`config.mk`:
```
export PLATFORM = sky130hd
export DESIGN_NAME = pwmdac_top
export DESIGN_NICKNAME = d
export VERILOG_FILES = /design/src/hw/pwmdac_pkg.sv /design/src/hw/pwmdac_top.sv /design/src/hw/pwmdac_wave.sv
export SDC_FILE = /design/constraint.sdc
export NUM_CORES = 1
export LEC_CHECK = 0
export ABC_AREA = 1
export BUFFER_PORTS_ARGS = -buffer_cell sky130_fd_sc_hd__buf_4
export CAP_MARGIN = 15
export CORE_MARGIN = 2
export CORE_UTILIZATION = 45
export DETAILED_ROUTE_END_ITERATION = 6
export MAX_ROUTING_LAYER = met4
export PLACE_DENSITY = 0.7
export SYNTH_ARGS = -nofsm -noshare
export SYNTH_HDL_FRONTEND = slang
export SYNTH_SLANG_ARGS = --single-unit
```
`constraint.sdc`:
```
create_clock -name i_clock -period 3 [get_ports i_clock]
set_input_delay 0.6 -clock i_clock [delete_from_list [all_inputs] [get_ports i_clock]]
set_output_delay 0.6 -clock i_clock [all_outputs]
set_load 0.01 [all_outputs]
```
`src/hw/pwmdac_pkg.sv`:
```
// Package with constants and types for the 14-bit PWM D/A block.
package pwmdac_pkg;
    localparam int unsigned PWMDAC_DATA_W = 14;
    localparam int unsigned PWMDAC_NIB_W = 4;
    localparam int unsigned PWMDAC_COARSE_W = 8;
    localparam int unsigned PWMDAC_FINE_W = 6;
    localparam int unsigned PWMDAC_UNIT_W = 1;
    localparam int unsigned PWMDAC_FRAME_W = 15;
    localparam logic [3:0] PWMDAC_SEL_PIECE0 = 4'h2;
    localparam logic [3:0] PWMDAC_SEL_PIECE1 = 4'h3;
    localparam logic [3:0] PWMDAC_SEL_PIECE2 = 4'h4;
    localparam logic [3:0] PWMDAC_SEL_PIECE3 = 4'h5;
    localparam logic [3:0] PWMDAC_SEL_COMMIT = 4'hC;
    localparam logic [3:0] PWMDAC_SEL_RESET = 4'h0;
    localparam logic [13:0] PWMDAC_DATA_RESET = 14'h0000;
    localparam int unsigned PWMDAC_P0_LSB = 0;
    localparam int unsigned PWMDAC_P1_LSB = 4;
    localparam int unsigned PWMDAC_P2_LSB = 8;
    localparam int unsigned PWMDAC_P3_LSB = 12;
    localparam int unsigned PWMDAC_P3_W = 2;

    typedef struct packed {
        logic sel_we;
        logic data_we;
        logic [3:0] wdata;
    } pwmdac_wr_s;
endpackage

```
`src/hw/pwmdac_top.sv`:
```
// Top of the 14-bit PWM D/A block with its piece-loading registers.
// Summary of operation
// - Writing code C to the selector copies transfer buffer into latch.
// - The latch keeps its value until a later commit overwrites it or a reset or hold clears it.
// - Reset and hold clear selector, buffer and latch; output goes high.
// - 14-bit output; frame of 2^15 clocks split in 64 sub-periods.
// - Each sub-period has a low pulse of n units, n the upper 8 bits.
// - Selected sub-periods get n plus one units, chosen by lower 6 bits.
// - Fine bit k adds pulses at indices whose lowest set bit is 5-k.
// - Pieces 2,3,4,5 map to bits 0-3,4-7,8-11,12-13; C maps none.
// - While loading, the waveform uses the previously committed value.
// - A committed value reaches the output within 2^15 clocks.
`timescale 1ns/1ns
module pwmdac_top (
    // Clock and reset
    input wire logic i_clock,
    input wire logic i_reset_n,
    // Hold mode entry clears the block
    input wire logic i_hold,
    // Register port writes
    input wire pwmdac_pkg::pwmdac_wr_s i_wr,
    // Shared output bit zero latch
    input wire logic i_shared_output_bit_zero,
    // Outputs
    output logic o_pwm,
    output logic o_pin,
    output logic [pwmdac_pkg::PWMDAC_DATA_W-1:0] o_latch
);
    import pwmdac_pkg::*;

    logic [3:0] pwm_piece_selector_reg;
    logic [PWMDAC_DATA_W-1:0] xfer_reg;
    logic [PWMDAC_DATA_W-1:0] pending_reg;
    logic pending_valid_reg;
    logic frame_start;
    logic commit;

    assign commit = i_wr.sel_we && (i_wr.wdata == PWMDAC_SEL_COMMIT);

    ////////////////////////////////////////////////////////////////////////
    always_ff @(posedge i_clock or negedge i_reset_n)
    begin
        if (!i_reset_n)
            pwm_piece_selector_reg <= PWMDAC_SEL_RESET;
        else if (i_hold)
            pwm_piece_selector_reg <= PWMDAC_SEL_RESET;
        else if (i_wr.sel_we)
            pwm_piece_selector_reg <= i_wr.wdata;
    end

    // Data written while selector holds C or an unused number is dropped.
    always_ff @(posedge i_clock or negedge i_reset_n)
    begin
        if (!i_reset_n)
            xfer_reg <= PWMDAC_DATA_RESET;
        else if (i_hold)
            xfer_reg <= PWMDAC_DATA_RESET;
        else if (i_wr.data_we)
        begin
            case (pwm_piece_selector_reg)
                PWMDAC_SEL_PIECE0:
                    xfer_reg[PWMDAC_P0_LSB +: PWMDAC_NIB_W] <= i_wr.wdata;
                PWMDAC_SEL_PIECE1:
                    xfer_reg[PWMDAC_P1_LSB +: PWMDAC_NIB_W] <= i_wr.wdata;
                PWMDAC_SEL_PIECE2:
                    xfer_reg[PWMDAC_P2_LSB +: PWMDAC_NIB_W] <= i_wr.wdata;
                PWMDAC_SEL_PIECE3:
                    xfer_reg[PWMDAC_P3_LSB +: PWMDAC_P3_W] <=
                        i_wr.wdata[PWMDAC_P3_W-1:0];
                default:
                    xfer_reg <= xfer_reg;
            endcase
        end
    end

    // A commit is staged and applied at a frame boundary, so no frame
    // mixes two values; the cost is up to one frame of latency.
    always_ff @(posedge i_clock or negedge i_reset_n)
    begin
        if (!i_reset_n)
        begin
            pending_reg <= PWMDAC_DATA_RESET;
            pending_valid_reg <= 1'b0;
        end
        else if (i_hold)
        begin
            pending_reg <= PWMDAC_DATA_RESET;
            pending_valid_reg <= 1'b0;
        end
        else if (commit)
        begin
            pending_reg <= xfer_reg;
            pending_valid_reg <= !frame_start;
        end
        else if (frame_start)
            pending_valid_reg <= 1'b0;
    end

    always_ff @(posedge i_clock or negedge i_reset_n)
    begin
        if (!i_reset_n)
            o_latch <= PWMDAC_DATA_RESET;
        else if (i_hold)
            o_latch <= PWMDAC_DATA_RESET;
        else if (frame_start && commit)
            o_latch <= xfer_reg;
        else if (frame_start && pending_valid_reg)
            o_latch <= pending_reg;
    end

    ////////////////////////////////////////////////////////////////////////
    pwmdac_wave #(
        .FRAME_W(PWMDAC_FRAME_W)
    ) u_wave (
        .i_clock(i_clock),
        .i_reset_n(i_reset_n),
        .i_clear(i_hold),
        .i_value(o_latch),
        .o_frame_start(frame_start),
        .o_pwm(o_pwm)
    );

    // The pin shows PWM only while the shared latch bit is one.
    assign o_pin = o_pwm && i_shared_output_bit_zero;
endmodule

```
`src/hw/pwmdac_wave.sv`:
```
// Waveform generator: frame counter and low-pulse comparator.
`timescale 1ns/1ns
module pwmdac_wave #(
    parameter int unsigned FRAME_W = pwmdac_pkg::PWMDAC_FRAME_W
) (
    // Clock and reset
    input wire logic i_clock,
    input wire logic i_reset_n,
    // Control
    input wire logic i_clear,
    input wire logic [pwmdac_pkg::PWMDAC_DATA_W-1:0] i_value,
    // Status
    output logic o_frame_start,
    output logic o_pwm
);
    import pwmdac_pkg::*;

    localparam int unsigned SUB_W = FRAME_W - PWMDAC_FINE_W;
    localparam int unsigned WID_W = SUB_W + 1;

    logic [FRAME_W-1:0] count_reg;
    logic [PWMDAC_FINE_W-1:0] sub_idx;
    logic [SUB_W-1:0] pos;
    logic [WID_W-1:0] width;
    logic extra;

    ////////////////////////////////////////////////////////////////////////
    // Interval i gets an extra unit when the fine bit tied to its lowest
    // set index bit is one; bit 0 owns index 32, bit 5 the odd ones.
    function automatic logic extra_hit(input logic [5:0] idx,
                                       input logic [5:0] fine);
        logic hit;
        hit = 1'b0;
        if (idx[0])
            hit = fine[5];
        else if (idx[1])
            hit = fine[4];
        else if (idx[2])
            hit = fine[3];
        else if (idx[3])
            hit = fine[2];
        else if (idx[4])
            hit = fine[1];
        else if (idx[5])
            hit = fine[0];
        return hit;
    endfunction

    assign sub_idx = count_reg[FRAME_W-1:SUB_W];
    assign pos = count_reg[SUB_W-1:0];
    assign extra = extra_hit(sub_idx, i_value[PWMDAC_FINE_W-1:0]);
    // Units are two clocks wide; one spare bit keeps n of 255 plus the
    // extra unit from wrapping, so that case fills the whole sub-period.
    assign width = WID_W'({i_value[PWMDAC_DATA_W-1:PWMDAC_FINE_W], 1'b0})
        + WID_W'({extra, 1'b0});
    // Flags the last clock of a frame, so a value loaded on that edge is
    // already in place for the first clock of the next frame.
    assign o_frame_start = (count_reg == '1);

    ////////////////////////////////////////////////////////////////////////
    always_ff @(posedge i_clock or negedge i_reset_n)
    begin
        if (!i_reset_n)
            count_reg <= '0;
        else if (i_clear)
            count_reg <= '0;
        else
            count_reg <= count_reg + 1'b1;
    end

    always_ff @(posedge i_clock or negedge i_reset_n)
    begin
        if (!i_reset_n)
            o_pwm <= 1'b1;
        else if (i_clear)
            o_pwm <= 1'b1;
        else
            o_pwm <= !({1'b0, pos} < width);
    end
endmodule

```
# Yosys cells after proc, flatten, opt, wreduce, memory -nomap -nowiden
# Cells that the tools add are included.
dict set report word_totals {
  reg_bits 63
}
dict set report op_classes {
  addsub 2
  n_lt_le_gt_ge 1
  n_eq_ne 6
  muxes 24
  n_reduce_logical 19
}
# cell n
set ops {}
lappend ops {{14-bit two-way mux} 7}
lappend ops {{4-bit two-way mux} 5}
lappend ops {{15-bit by 1-bit adder with 15-bit output (second input constant)} 1}
lappend ops {{15-bit equality test (second input constant)} 1}
lappend ops {{15-bit two-way mux} 1}
lappend ops {{2-bit nonzero test} 7}
lappend ops {{9-bit by 2-bit adder with 10-bit output} 1}
lappend ops {{9-bit by 10-bit less-than comparator with 1-bit output} 1}
lappend ops {{1-bit two-way mux} 10}
lappend ops {{4-bit by 2-bit equality test with 1-bit output (second input constant)} 2}
lappend ops {{4-bit by 3-bit equality test with 1-bit output (second input constant)} 2}
lappend ops {{2-bit AND reduction} 4}
lappend ops {{3-bit nonzero test} 2}
lappend ops {{4-bit equality test (second input constant)} 1}
lappend ops {{1-bit logical AND} 4}
lappend ops {{1-bit logical NOT} 2}
lappend ops {{2-bit two-way mux} 1}

# Depth between registers and ports, before layout
# Gate-level depths: netlist of the first run.
dict set report logic_depth {
  word_depth 10
  ltp_mapped 18
  ltp_nobuf 18
}

# Cells and area by module
# Synthesis of the first run repeated with hierarchy kept, for this count alone.
dict set report unflattened {
  hier_cells 454
  hier_area_um2 3453.3
}
# module n_inst cells_each area_per_inst_um2 seq_area_each_um2
set modules_own_cells {}
lappend modules_own_cells {pwmdac_top 1 280 2220.9 1176.1}
lappend modules_own_cells {pwmdac_wave 1 174 1232.4 401.6}

# Worst setup path after synthesis of the first run
# No wires, ideal clock.
dict set report synth_path {
  path_type {register -> register}
  from {register u_wave.count_reg[13]}
  to {register u_wave.o_pwm}
  setup_ns 0.084
  arrival_ns 2.157
  slack_ns 0.759
  stages_incl_launch_ff 19
  path_buffers 0
  path_cell_list {dfrtp_1 > inv_1 > nand3_1 > nand3_1 > nand3b_1 > nand3_1 > nand2_1 > nand2_1 > ha_1 > nand2_1 > nor2_1 > nand3_1 > xor2_1 > ha_1 > a21oi_1 > nand3b_1 > nand2_1 > nor2_1 > nand3_1}
}
dict set report synth_between {
  elab_chain_len 9
}
# element line
set synth_lines {}
lappend synth_lines {{start, declared} pwmdac_wave.sv:21} ;# logic [FRAME_W-1:0] count_reg;
lappend synth_lines {{start signal, assigned} pwmdac_wave.sv:68} ;# count_reg <= count_reg + 1'b1;
lappend synth_lines {{1-bit two-way mux} pwmdac_wave.sv:42} ;# else if (idx[4])
lappend synth_lines {{1-bit two-way mux} pwmdac_wave.sv:40} ;# else if (idx[3])
lappend synth_lines {{1-bit two-way mux} pwmdac_wave.sv:38} ;# else if (idx[2])
lappend synth_lines {{1-bit two-way mux} pwmdac_wave.sv:36} ;# else if (idx[1])
lappend synth_lines {{1-bit two-way mux} pwmdac_wave.sv:34} ;# if (idx[0])
lappend synth_lines {{9-bit by 2-bit adder with 10-bit output} pwmdac_wave.sv:55} ;# + WID_W'({extra, 1'b0});
lappend synth_lines {{9-bit by 10-bit less-than comparator with 1-bit output} pwmdac_wave.sv:78} ;# o_pwm <= !({1'b0, pos} < width);
lappend synth_lines {{1-bit logical NOT} pwmdac_wave.sv:78}
lappend synth_lines {{1-bit two-way mux} pwmdac_wave.sv:75} ;# else if (i_clear)
lappend synth_lines {{end signal, assigned} pwmdac_wave.sv:78}
lappend synth_lines {{end, declared} pwmdac_wave.sv:14} ;# output logic o_pwm
# No other way between the ends.
# A chain may end at the register's enable or synchronous reset.

# Worst setup path in the final report of the first run
# Ends and elaborated chain as after synthesis.

==> results of run 1 <==
## area by class of cell
class	instances	area, sq um
Fill cell	726	3440
Sequential cell	63	1580
Multi-Input combinational cell	326	1550
Timing Repair Buffer	28	210
Clock buffer	12	155
Inverter	41	155
Tap cell	99	124
Clock inverter	3	42.5
## kinds of logic (layout without fill, tap and decap cells)
group | after synthesis | count (layout) | share of synthesized area (%)
compound gates | 39 | 39 | 6.06
xor+xnor | 9 | 9 | 2.34
fa+ha+maj | 10 | 10 | 3.72
buf+inv | 54 | 84 | 6.99
flops | 63 | 63 | 46.9
simple gates | 268 | 268 | 34.0
## metrics by stage
step	utilization, %	instances
final	52.6	572
after global routing	52.6	572
after CTS	52.6	572
after detailed placement	49.9	557
after global placement	49.9	557
after floorplan	-	443
## path summary, 6_finish.rpt
kind | startpoint | to | slack [ns] | depth (start not counted)
setup / recovery | u_wave.count_reg[13] | u_wave.o_pwm | 0.43 | 18
min in group i_clock | u_wave.count_reg[0] | u_wave.count_reg[0] | 0.47 | 1
setup reg to reg | u_wave.count_reg[13] | u_wave.o_pwm | 0.43 | 18
hold / removal | i_reset_n | u_wave.count_reg[11] | 0.34 | 1
max in group asynchronous | i_reset_n | xfer_reg[9] | 2.15 | 1
hold reg to reg | u_wave.count_reg[0] | u_wave.count_reg[0] | 0.47 | 1
## per-layer routing
layer / wire length, um / track usage, % / vias to the layer above
met5: 0 / - / -
met4: 154 / 6.54 / 0
met3: 298 / 5.18 / 13
met2: 3350 / 30.1 / 56
met1: 3350 / 23.6 / 1309
li1: - / - / 1456
## cell usage in the layout, fill, tap and decap left out, types with 2 or more instances in the layout
cell type  Yosys  routed
a21oi_1       11      11
buf_4          1      28
clkbuf_8       0      11
clkinv_2       1       2
dfrtp_1       62      62
ha_1          10      10
inv_1         38      38
inv_2          2       2
nand2_1      163     163
nand2_2        2       2
nand3_1       42      42
nand3_2        2       2
nand3b_1       3       3
nand4_1        3       3
nor2_1        42      42
nor2_4         2       2
nor3_1         6       6
o21ai_0       25      25
xnor2_1        2       2
xor2_1         7       7
## worst reg2reg max path, stage by stage (launching register included)
cell,delay (ns)
dfrtp_1,0.41
inv_1,0.09
nand3_1,0.08
nand3_1,0.08
nand3b_1,0.07
nand3_1,0.07
nand2_1,0.05
nand2_1,0.08
ha_1,0.15
nand2_1,0.07
nor2_1,0.22
nand3_1,0.13
xor2_1,0.17
ha_1,0.29
a21oi_1,0.16
nand3b_1,0.12
nand2_1,0.05
nor2_1,0.10
nand3_1,0.07
## power breakdown
part / switching [W] / total, W / internal (W)
clock: 0.000318 / 0.000741 / 0.000423
combinational: 0.0000589 / 0.0000814 / 0.0000225
sequential: 0.00000708 / 0.000867 / 0.000860
==> key figures, run 1 <==
Drt
  – WL/cell: 12.5 um
  – DRT antenna net count: 0
  – DRT Pass-1 Iters: 5
  – Vias per Instance: 4.95
  – DRC Markers: 0
  – DRT iter0 DRCs: 209
  – Routed via count: 2834
  – Routed WL: 7150 um

STA
  – Slew Viols, Final: 0
  – Hold Vio Cnt, Final: 0
  – Slew margin rel.: 48.3%
  – Fin crit share: 85.7%
  – Final Hold Slack: 0.342 ns
  – Crit path time final: 2.57 ns
  – Maximum clock rate: 0.389 GHz
  – Final Setup Violations: 0
  – Slew @ Worst Pin: 0.775 ns
  – Skew final: 0.00900 ns
  – Final worst slack: 0.429 ns
  – RSZ-0062 raised after global routing: false
  – Final TNS setup: 0 ns

Hold path
  – Hold WC Path Type: in2async

Finish
  – Max reg flops: 15
  – ANT cells: 0
  – Share of cells above drive strength 1: 11.8%
  – Layout Nets: 489
  – Post-route cell area: 0.00382 sq mm
  – Area delta synth->final: 13.4%

Yosys
  – Synth async-reset ratio: 100%
  – Syn_nets: 463
  – Post-Synthesis Cell Area: 0.00336 sq mm
  – Synth cell count leaders: 163 x nand2_1, 62 x dfrtp_1, 42 x nand3_1, 42 x nor2_1, 38 x inv_1
  – Synth warn: 0
  – #FFs+latches synth: 63
  – Top cells by area, synth: dfrtp_1 46%, nand2_1 18%, nand3_1 6.2%, nor2_1 4.7%, inv_1 4.2%
  – Syn_area_per_cell: 7.59 sq um
  – Leading area contributor after synthesis: dfrtp_1
  – Post-synth top flop: dfrtp_1
  – Gate count of the mapped netlist: 443
  – Seq/Total Area, Yosys: 46.9%
  – Post-synth top area share: 46.1%
  – Post-synth EDFFs: 0
  – Distinct cell type count after synthesis: 29
  – Count leader, synth: nand2_1

Critical path
  – Critical path's largest stage delay: 0.41 ns
  – Crit Path Max Fanout: 5
  – Crit path capture type: register
  – Worst path slowest cell: dfrtp_1
  – WS Path Type: reg2reg
  – Critical path buffer and inverter count: 1
  – CP arrival: 2.81 ns
  – Cell family with most CP delay: simple AND/OR/NAND/NOR gates
  – Startpoint types: register
  – Crit-path most repeated cell: nand3_1
  – Required @ worst endpoint: 3.24 ns
  – CP Cell Sequence: inv_1 > nand3_1 > nand3_1 > nand3b_1 > nand3_1 > nand2_1 > nand2_1 > ha_1 > nand2_1 > nor2_1 > nand3_1 > xor2_1 > ha_1 > a21oi_1 > nand3b_1 > nand2_1 > nor2_1 > nand3_1

Run
  – Max-capacitance violation count: 0

Die
  – Die H: 90.5 um
  – Row count: 31
  – # IOs: 26
  – Core area: 0.00725 sq mm
  – Initial core utilization: 46.4%
  – Chip Width: 90.5 um
  – Die area: 0.00818 sq mm

CTS
  – H-tree depth: 3
  – CTS tree: built
  – Resized Gates After CTS: 0
  – CTS Root Cell: clkbuf_8
  – Clk_lat worst skew: 0.34 ns
  – Post-CTS Setup Repair Bufs: 0
  – Hold buffer count at CTS: 0
  – TritonCTS sink count: 63
  – CTS Buf Count: 9
  – CTS clk-pin slew, worst paths: 0.07 ns
  – Worst-case clock buffer depth: 2

Placed design
  – DP Area: 0.00362 sq mm
  – DP Wirelength: 4980 um
  – # port buffers: 25
  – DP Worst Slack: 0.465 ns
  – GP Congestion: 0.823

Global routing
  – Initial antenna violation count: 0
  – Tot GR Track Use: 19.0%
  – Congestion Overflow GR: 0
  – Global-route wire length before repair: 12300 um
  – Largest net degree at the start of global routing: 64
  – Vias in the first global route: 2697

Status
  – Status: finished clean

Power and ir drop
  – Power Total: 0.00169 W
  – PD cells: 443 mW/mm^2
  – Leakage power: 1.99 nW
  – Peak VDD IR: 0.000314 V
Power figures use the tool's default switching activity.
==> inputs of run 2 (changes only) <==
--- a/config.mk
+++ b/config.mk
@@ -6,13 +6,13 @@
 export NUM_CORES = 1
 export LEC_CHECK = 0
 export ABC_AREA = 1
-export BUFFER_PORTS_ARGS = -buffer_cell sky130_fd_sc_hd__buf_4
 export CAP_MARGIN = 15
 export CORE_MARGIN = 2
 export CORE_UTILIZATION = 45
 export DETAILED_ROUTE_END_ITERATION = 6
+export DONT_BUFFER_PORTS = 1
 export MAX_ROUTING_LAYER = met4
-export PLACE_DENSITY = 0.7
+export PLACE_DENSITY = 0.67
 export SYNTH_ARGS = -nofsm -noshare
 export SYNTH_HDL_FRONTEND = slang
 export SYNTH_SLANG_ARGS = --single-unit
==> key figures, run 2 (same netlist as run 1, synthesis figures left out) <==
Global routing
  – Vias in the first global route: 2684
  – Largest net degree at the start of global routing: 63
  – Global-route wire length before repair: 12600 um
  – Initial antenna violation count: 0
  – Congestion Overflow GR: 0
  – Tot GR Track Use: 19.9%

Power and ir drop
  – PD cells: 432 mW/mm^2
  – Leakage power: 1.85 nW
  – Peak VDD IR: 0.000225 V
  – Power Total: 0.00157 W

STA
  – Slew margin rel.: 62.2%
  – Fin crit share: 85.2%
  – Skew final: 0.00962 ns
  – Hold Vio Cnt, Final: 0
  – Final worst slack: 0.443 ns
  – Final TNS setup: 0 ns
  – Maximum clock rate: 0.391 GHz
  – Slew @ Worst Pin: 0.567 ns
  – Final Setup Violations: 0
  – RSZ-0062 raised after global routing: false
  – Slew Viols, Final: 0
  – Final Hold Slack: 0.107 ns
  – Crit path time final: 2.56 ns

Placed design
  – # port buffers: 0
  – DP Wirelength: 4980 um
  – Placed cell count: 532
  – GP Congestion: 0.852
  – DP Worst Slack: 0.475 ns

Critical path
  – WS Path Type: reg2reg
  – Startpoint types: register
  – Register-to-Register Setup Slack: 0.44 ns
  – Reg2Reg Depth: 18
  – Crit Path Max Fanout: 5
  – R2R Path Start: u_wave.count_reg[13]
  – Crit path capture type: register
  – CP arrival: 2.80 ns
  – Required @ worst endpoint: 3.24 ns
  – Worst reg2reg path endpoint: u_wave.o_pwm

CTS
  – Resized Gates After CTS: 0
  – CTS tree: built
  – Hold buffer count at CTS: 1
  – Clk_lat worst skew: 0.34 ns
  – CTS Buf Count: 9
  – CTS Root Cell: clkbuf_8
  – H-tree depth: 3
  – CTS clk-pin slew, worst paths: 0.07 ns
  – Worst-case clock buffer depth: 2
  – TritonCTS sink count: 63
  – Post-CTS Setup Repair Bufs: 0

Drt
  – DRT Pass-1 Iters: 4
  – Routed via count: 2745
  – DRC Markers: 0
  – Vias per Instance: 5.01
  – DRT iter0 DRCs: 112
  – WL/cell: 13.0 um
  – Routed WL: 7130 um
  – DRT antenna net count: 0

Die
  – Core area: 0.00725 sq mm
  – Die H: 90.5 um
  – Die area: 0.00818 sq mm
  – Initial core utilization: 46.4%
  – Row count: 31
  – Chip Width: 90.5 um
  – # IOs: 26

Finish
  – Max reg flops: 15
  – ANT cells: 0
  – Area delta synth->final: 7.70%
  – Share of cells above drive strength 1: 6.90%
  – Area occupied by multi-input gates: 0.00155 sq mm
  – Fillers: 759
  – Final non-filler cell total: 548
  – Layout Nets: 465
  – Register area: 0.00158 sq mm
  – Most frequent cells in the layout: 163 x nand2_1, 62 x dfrtp_1, 42 x nand3_1, 42 x nor2_1, 38 x inv_1
  – Commonest non-fill, non-tap cell in the layout: nand2_1

Run
  – Max-capacitance violation count: 0

Hold path
  – Hold WC Path Type: in2async

Status
  – Status: finished clean
[run 2: cell type report]
type | instances | share of cell area, %
Sequential cell | 63 | 43.5
Multi-Input combinational cell | 326 | 42.8
Inverter | 41 | 4.28
Clock buffer | 12 | 4.01
Tap cell | 99 | 3.42
Timing Repair Buffer | 4 | 1.38
Clock inverter | 3 | 0.552
[run 2: worst max-delay path by stage]
stage,end,start,depth (start not counted)
after detailed placement,u_wave.o_pwm,u_wave.count_reg[13],18
after CTS,u_wave.o_pwm,u_wave.count_reg[13],18
after global routing,u_wave.o_pwm,u_wave.count_reg[13],18
after floorplan,u_wave.o_pwm,u_wave.count_reg[13],18
final,u_wave.o_pwm,u_wave.count_reg[13],18
after global placement,u_wave.o_pwm,u_wave.count_reg[13],18
[run 2: layer usage]
layer | global-route usage [%] | part of all wire, %
met4 | 8.08 | 2.8
met2 | 30.7 | 47
met3 | 5.68 | 4.1
met1 | 24.6 | 46
met5 | - | 0
[run 2: stage by stage]
stage	util [%]	area [sq um]
after floorplan	-	3360
after global placement	47.3	3430
after detailed placement	47.3	3430
after CTS	50.0	3620
after global routing	50.0	3620
final	50.0	3620
[run 2: where the power goes]
group	switching, W	internal, W	leakage, nW
clock network	0.000316	0.000317	0.0785
registers	0.00000743	0.000860	0.871
logic	0.0000487	0.0000174	0.902
[run 2: critical path, cell delays in order, from the launching register on]
cell	delay [ns]
dfrtp_1	0.42
inv_1	0.08
nand3_1	0.07
nand3_1	0.08
nand3b_1	0.08
nand3_1	0.09
nand2_1	0.06
nand2_1	0.08
ha_1	0.14
nand2_1	0.07
nor2_1	0.21
nand3_1	0.12
xor2_1	0.16
ha_1	0.30
a21oi_1	0.16
nand3b_1	0.13
nand2_1	0.05
nor2_1	0.10
nand3_1	0.07
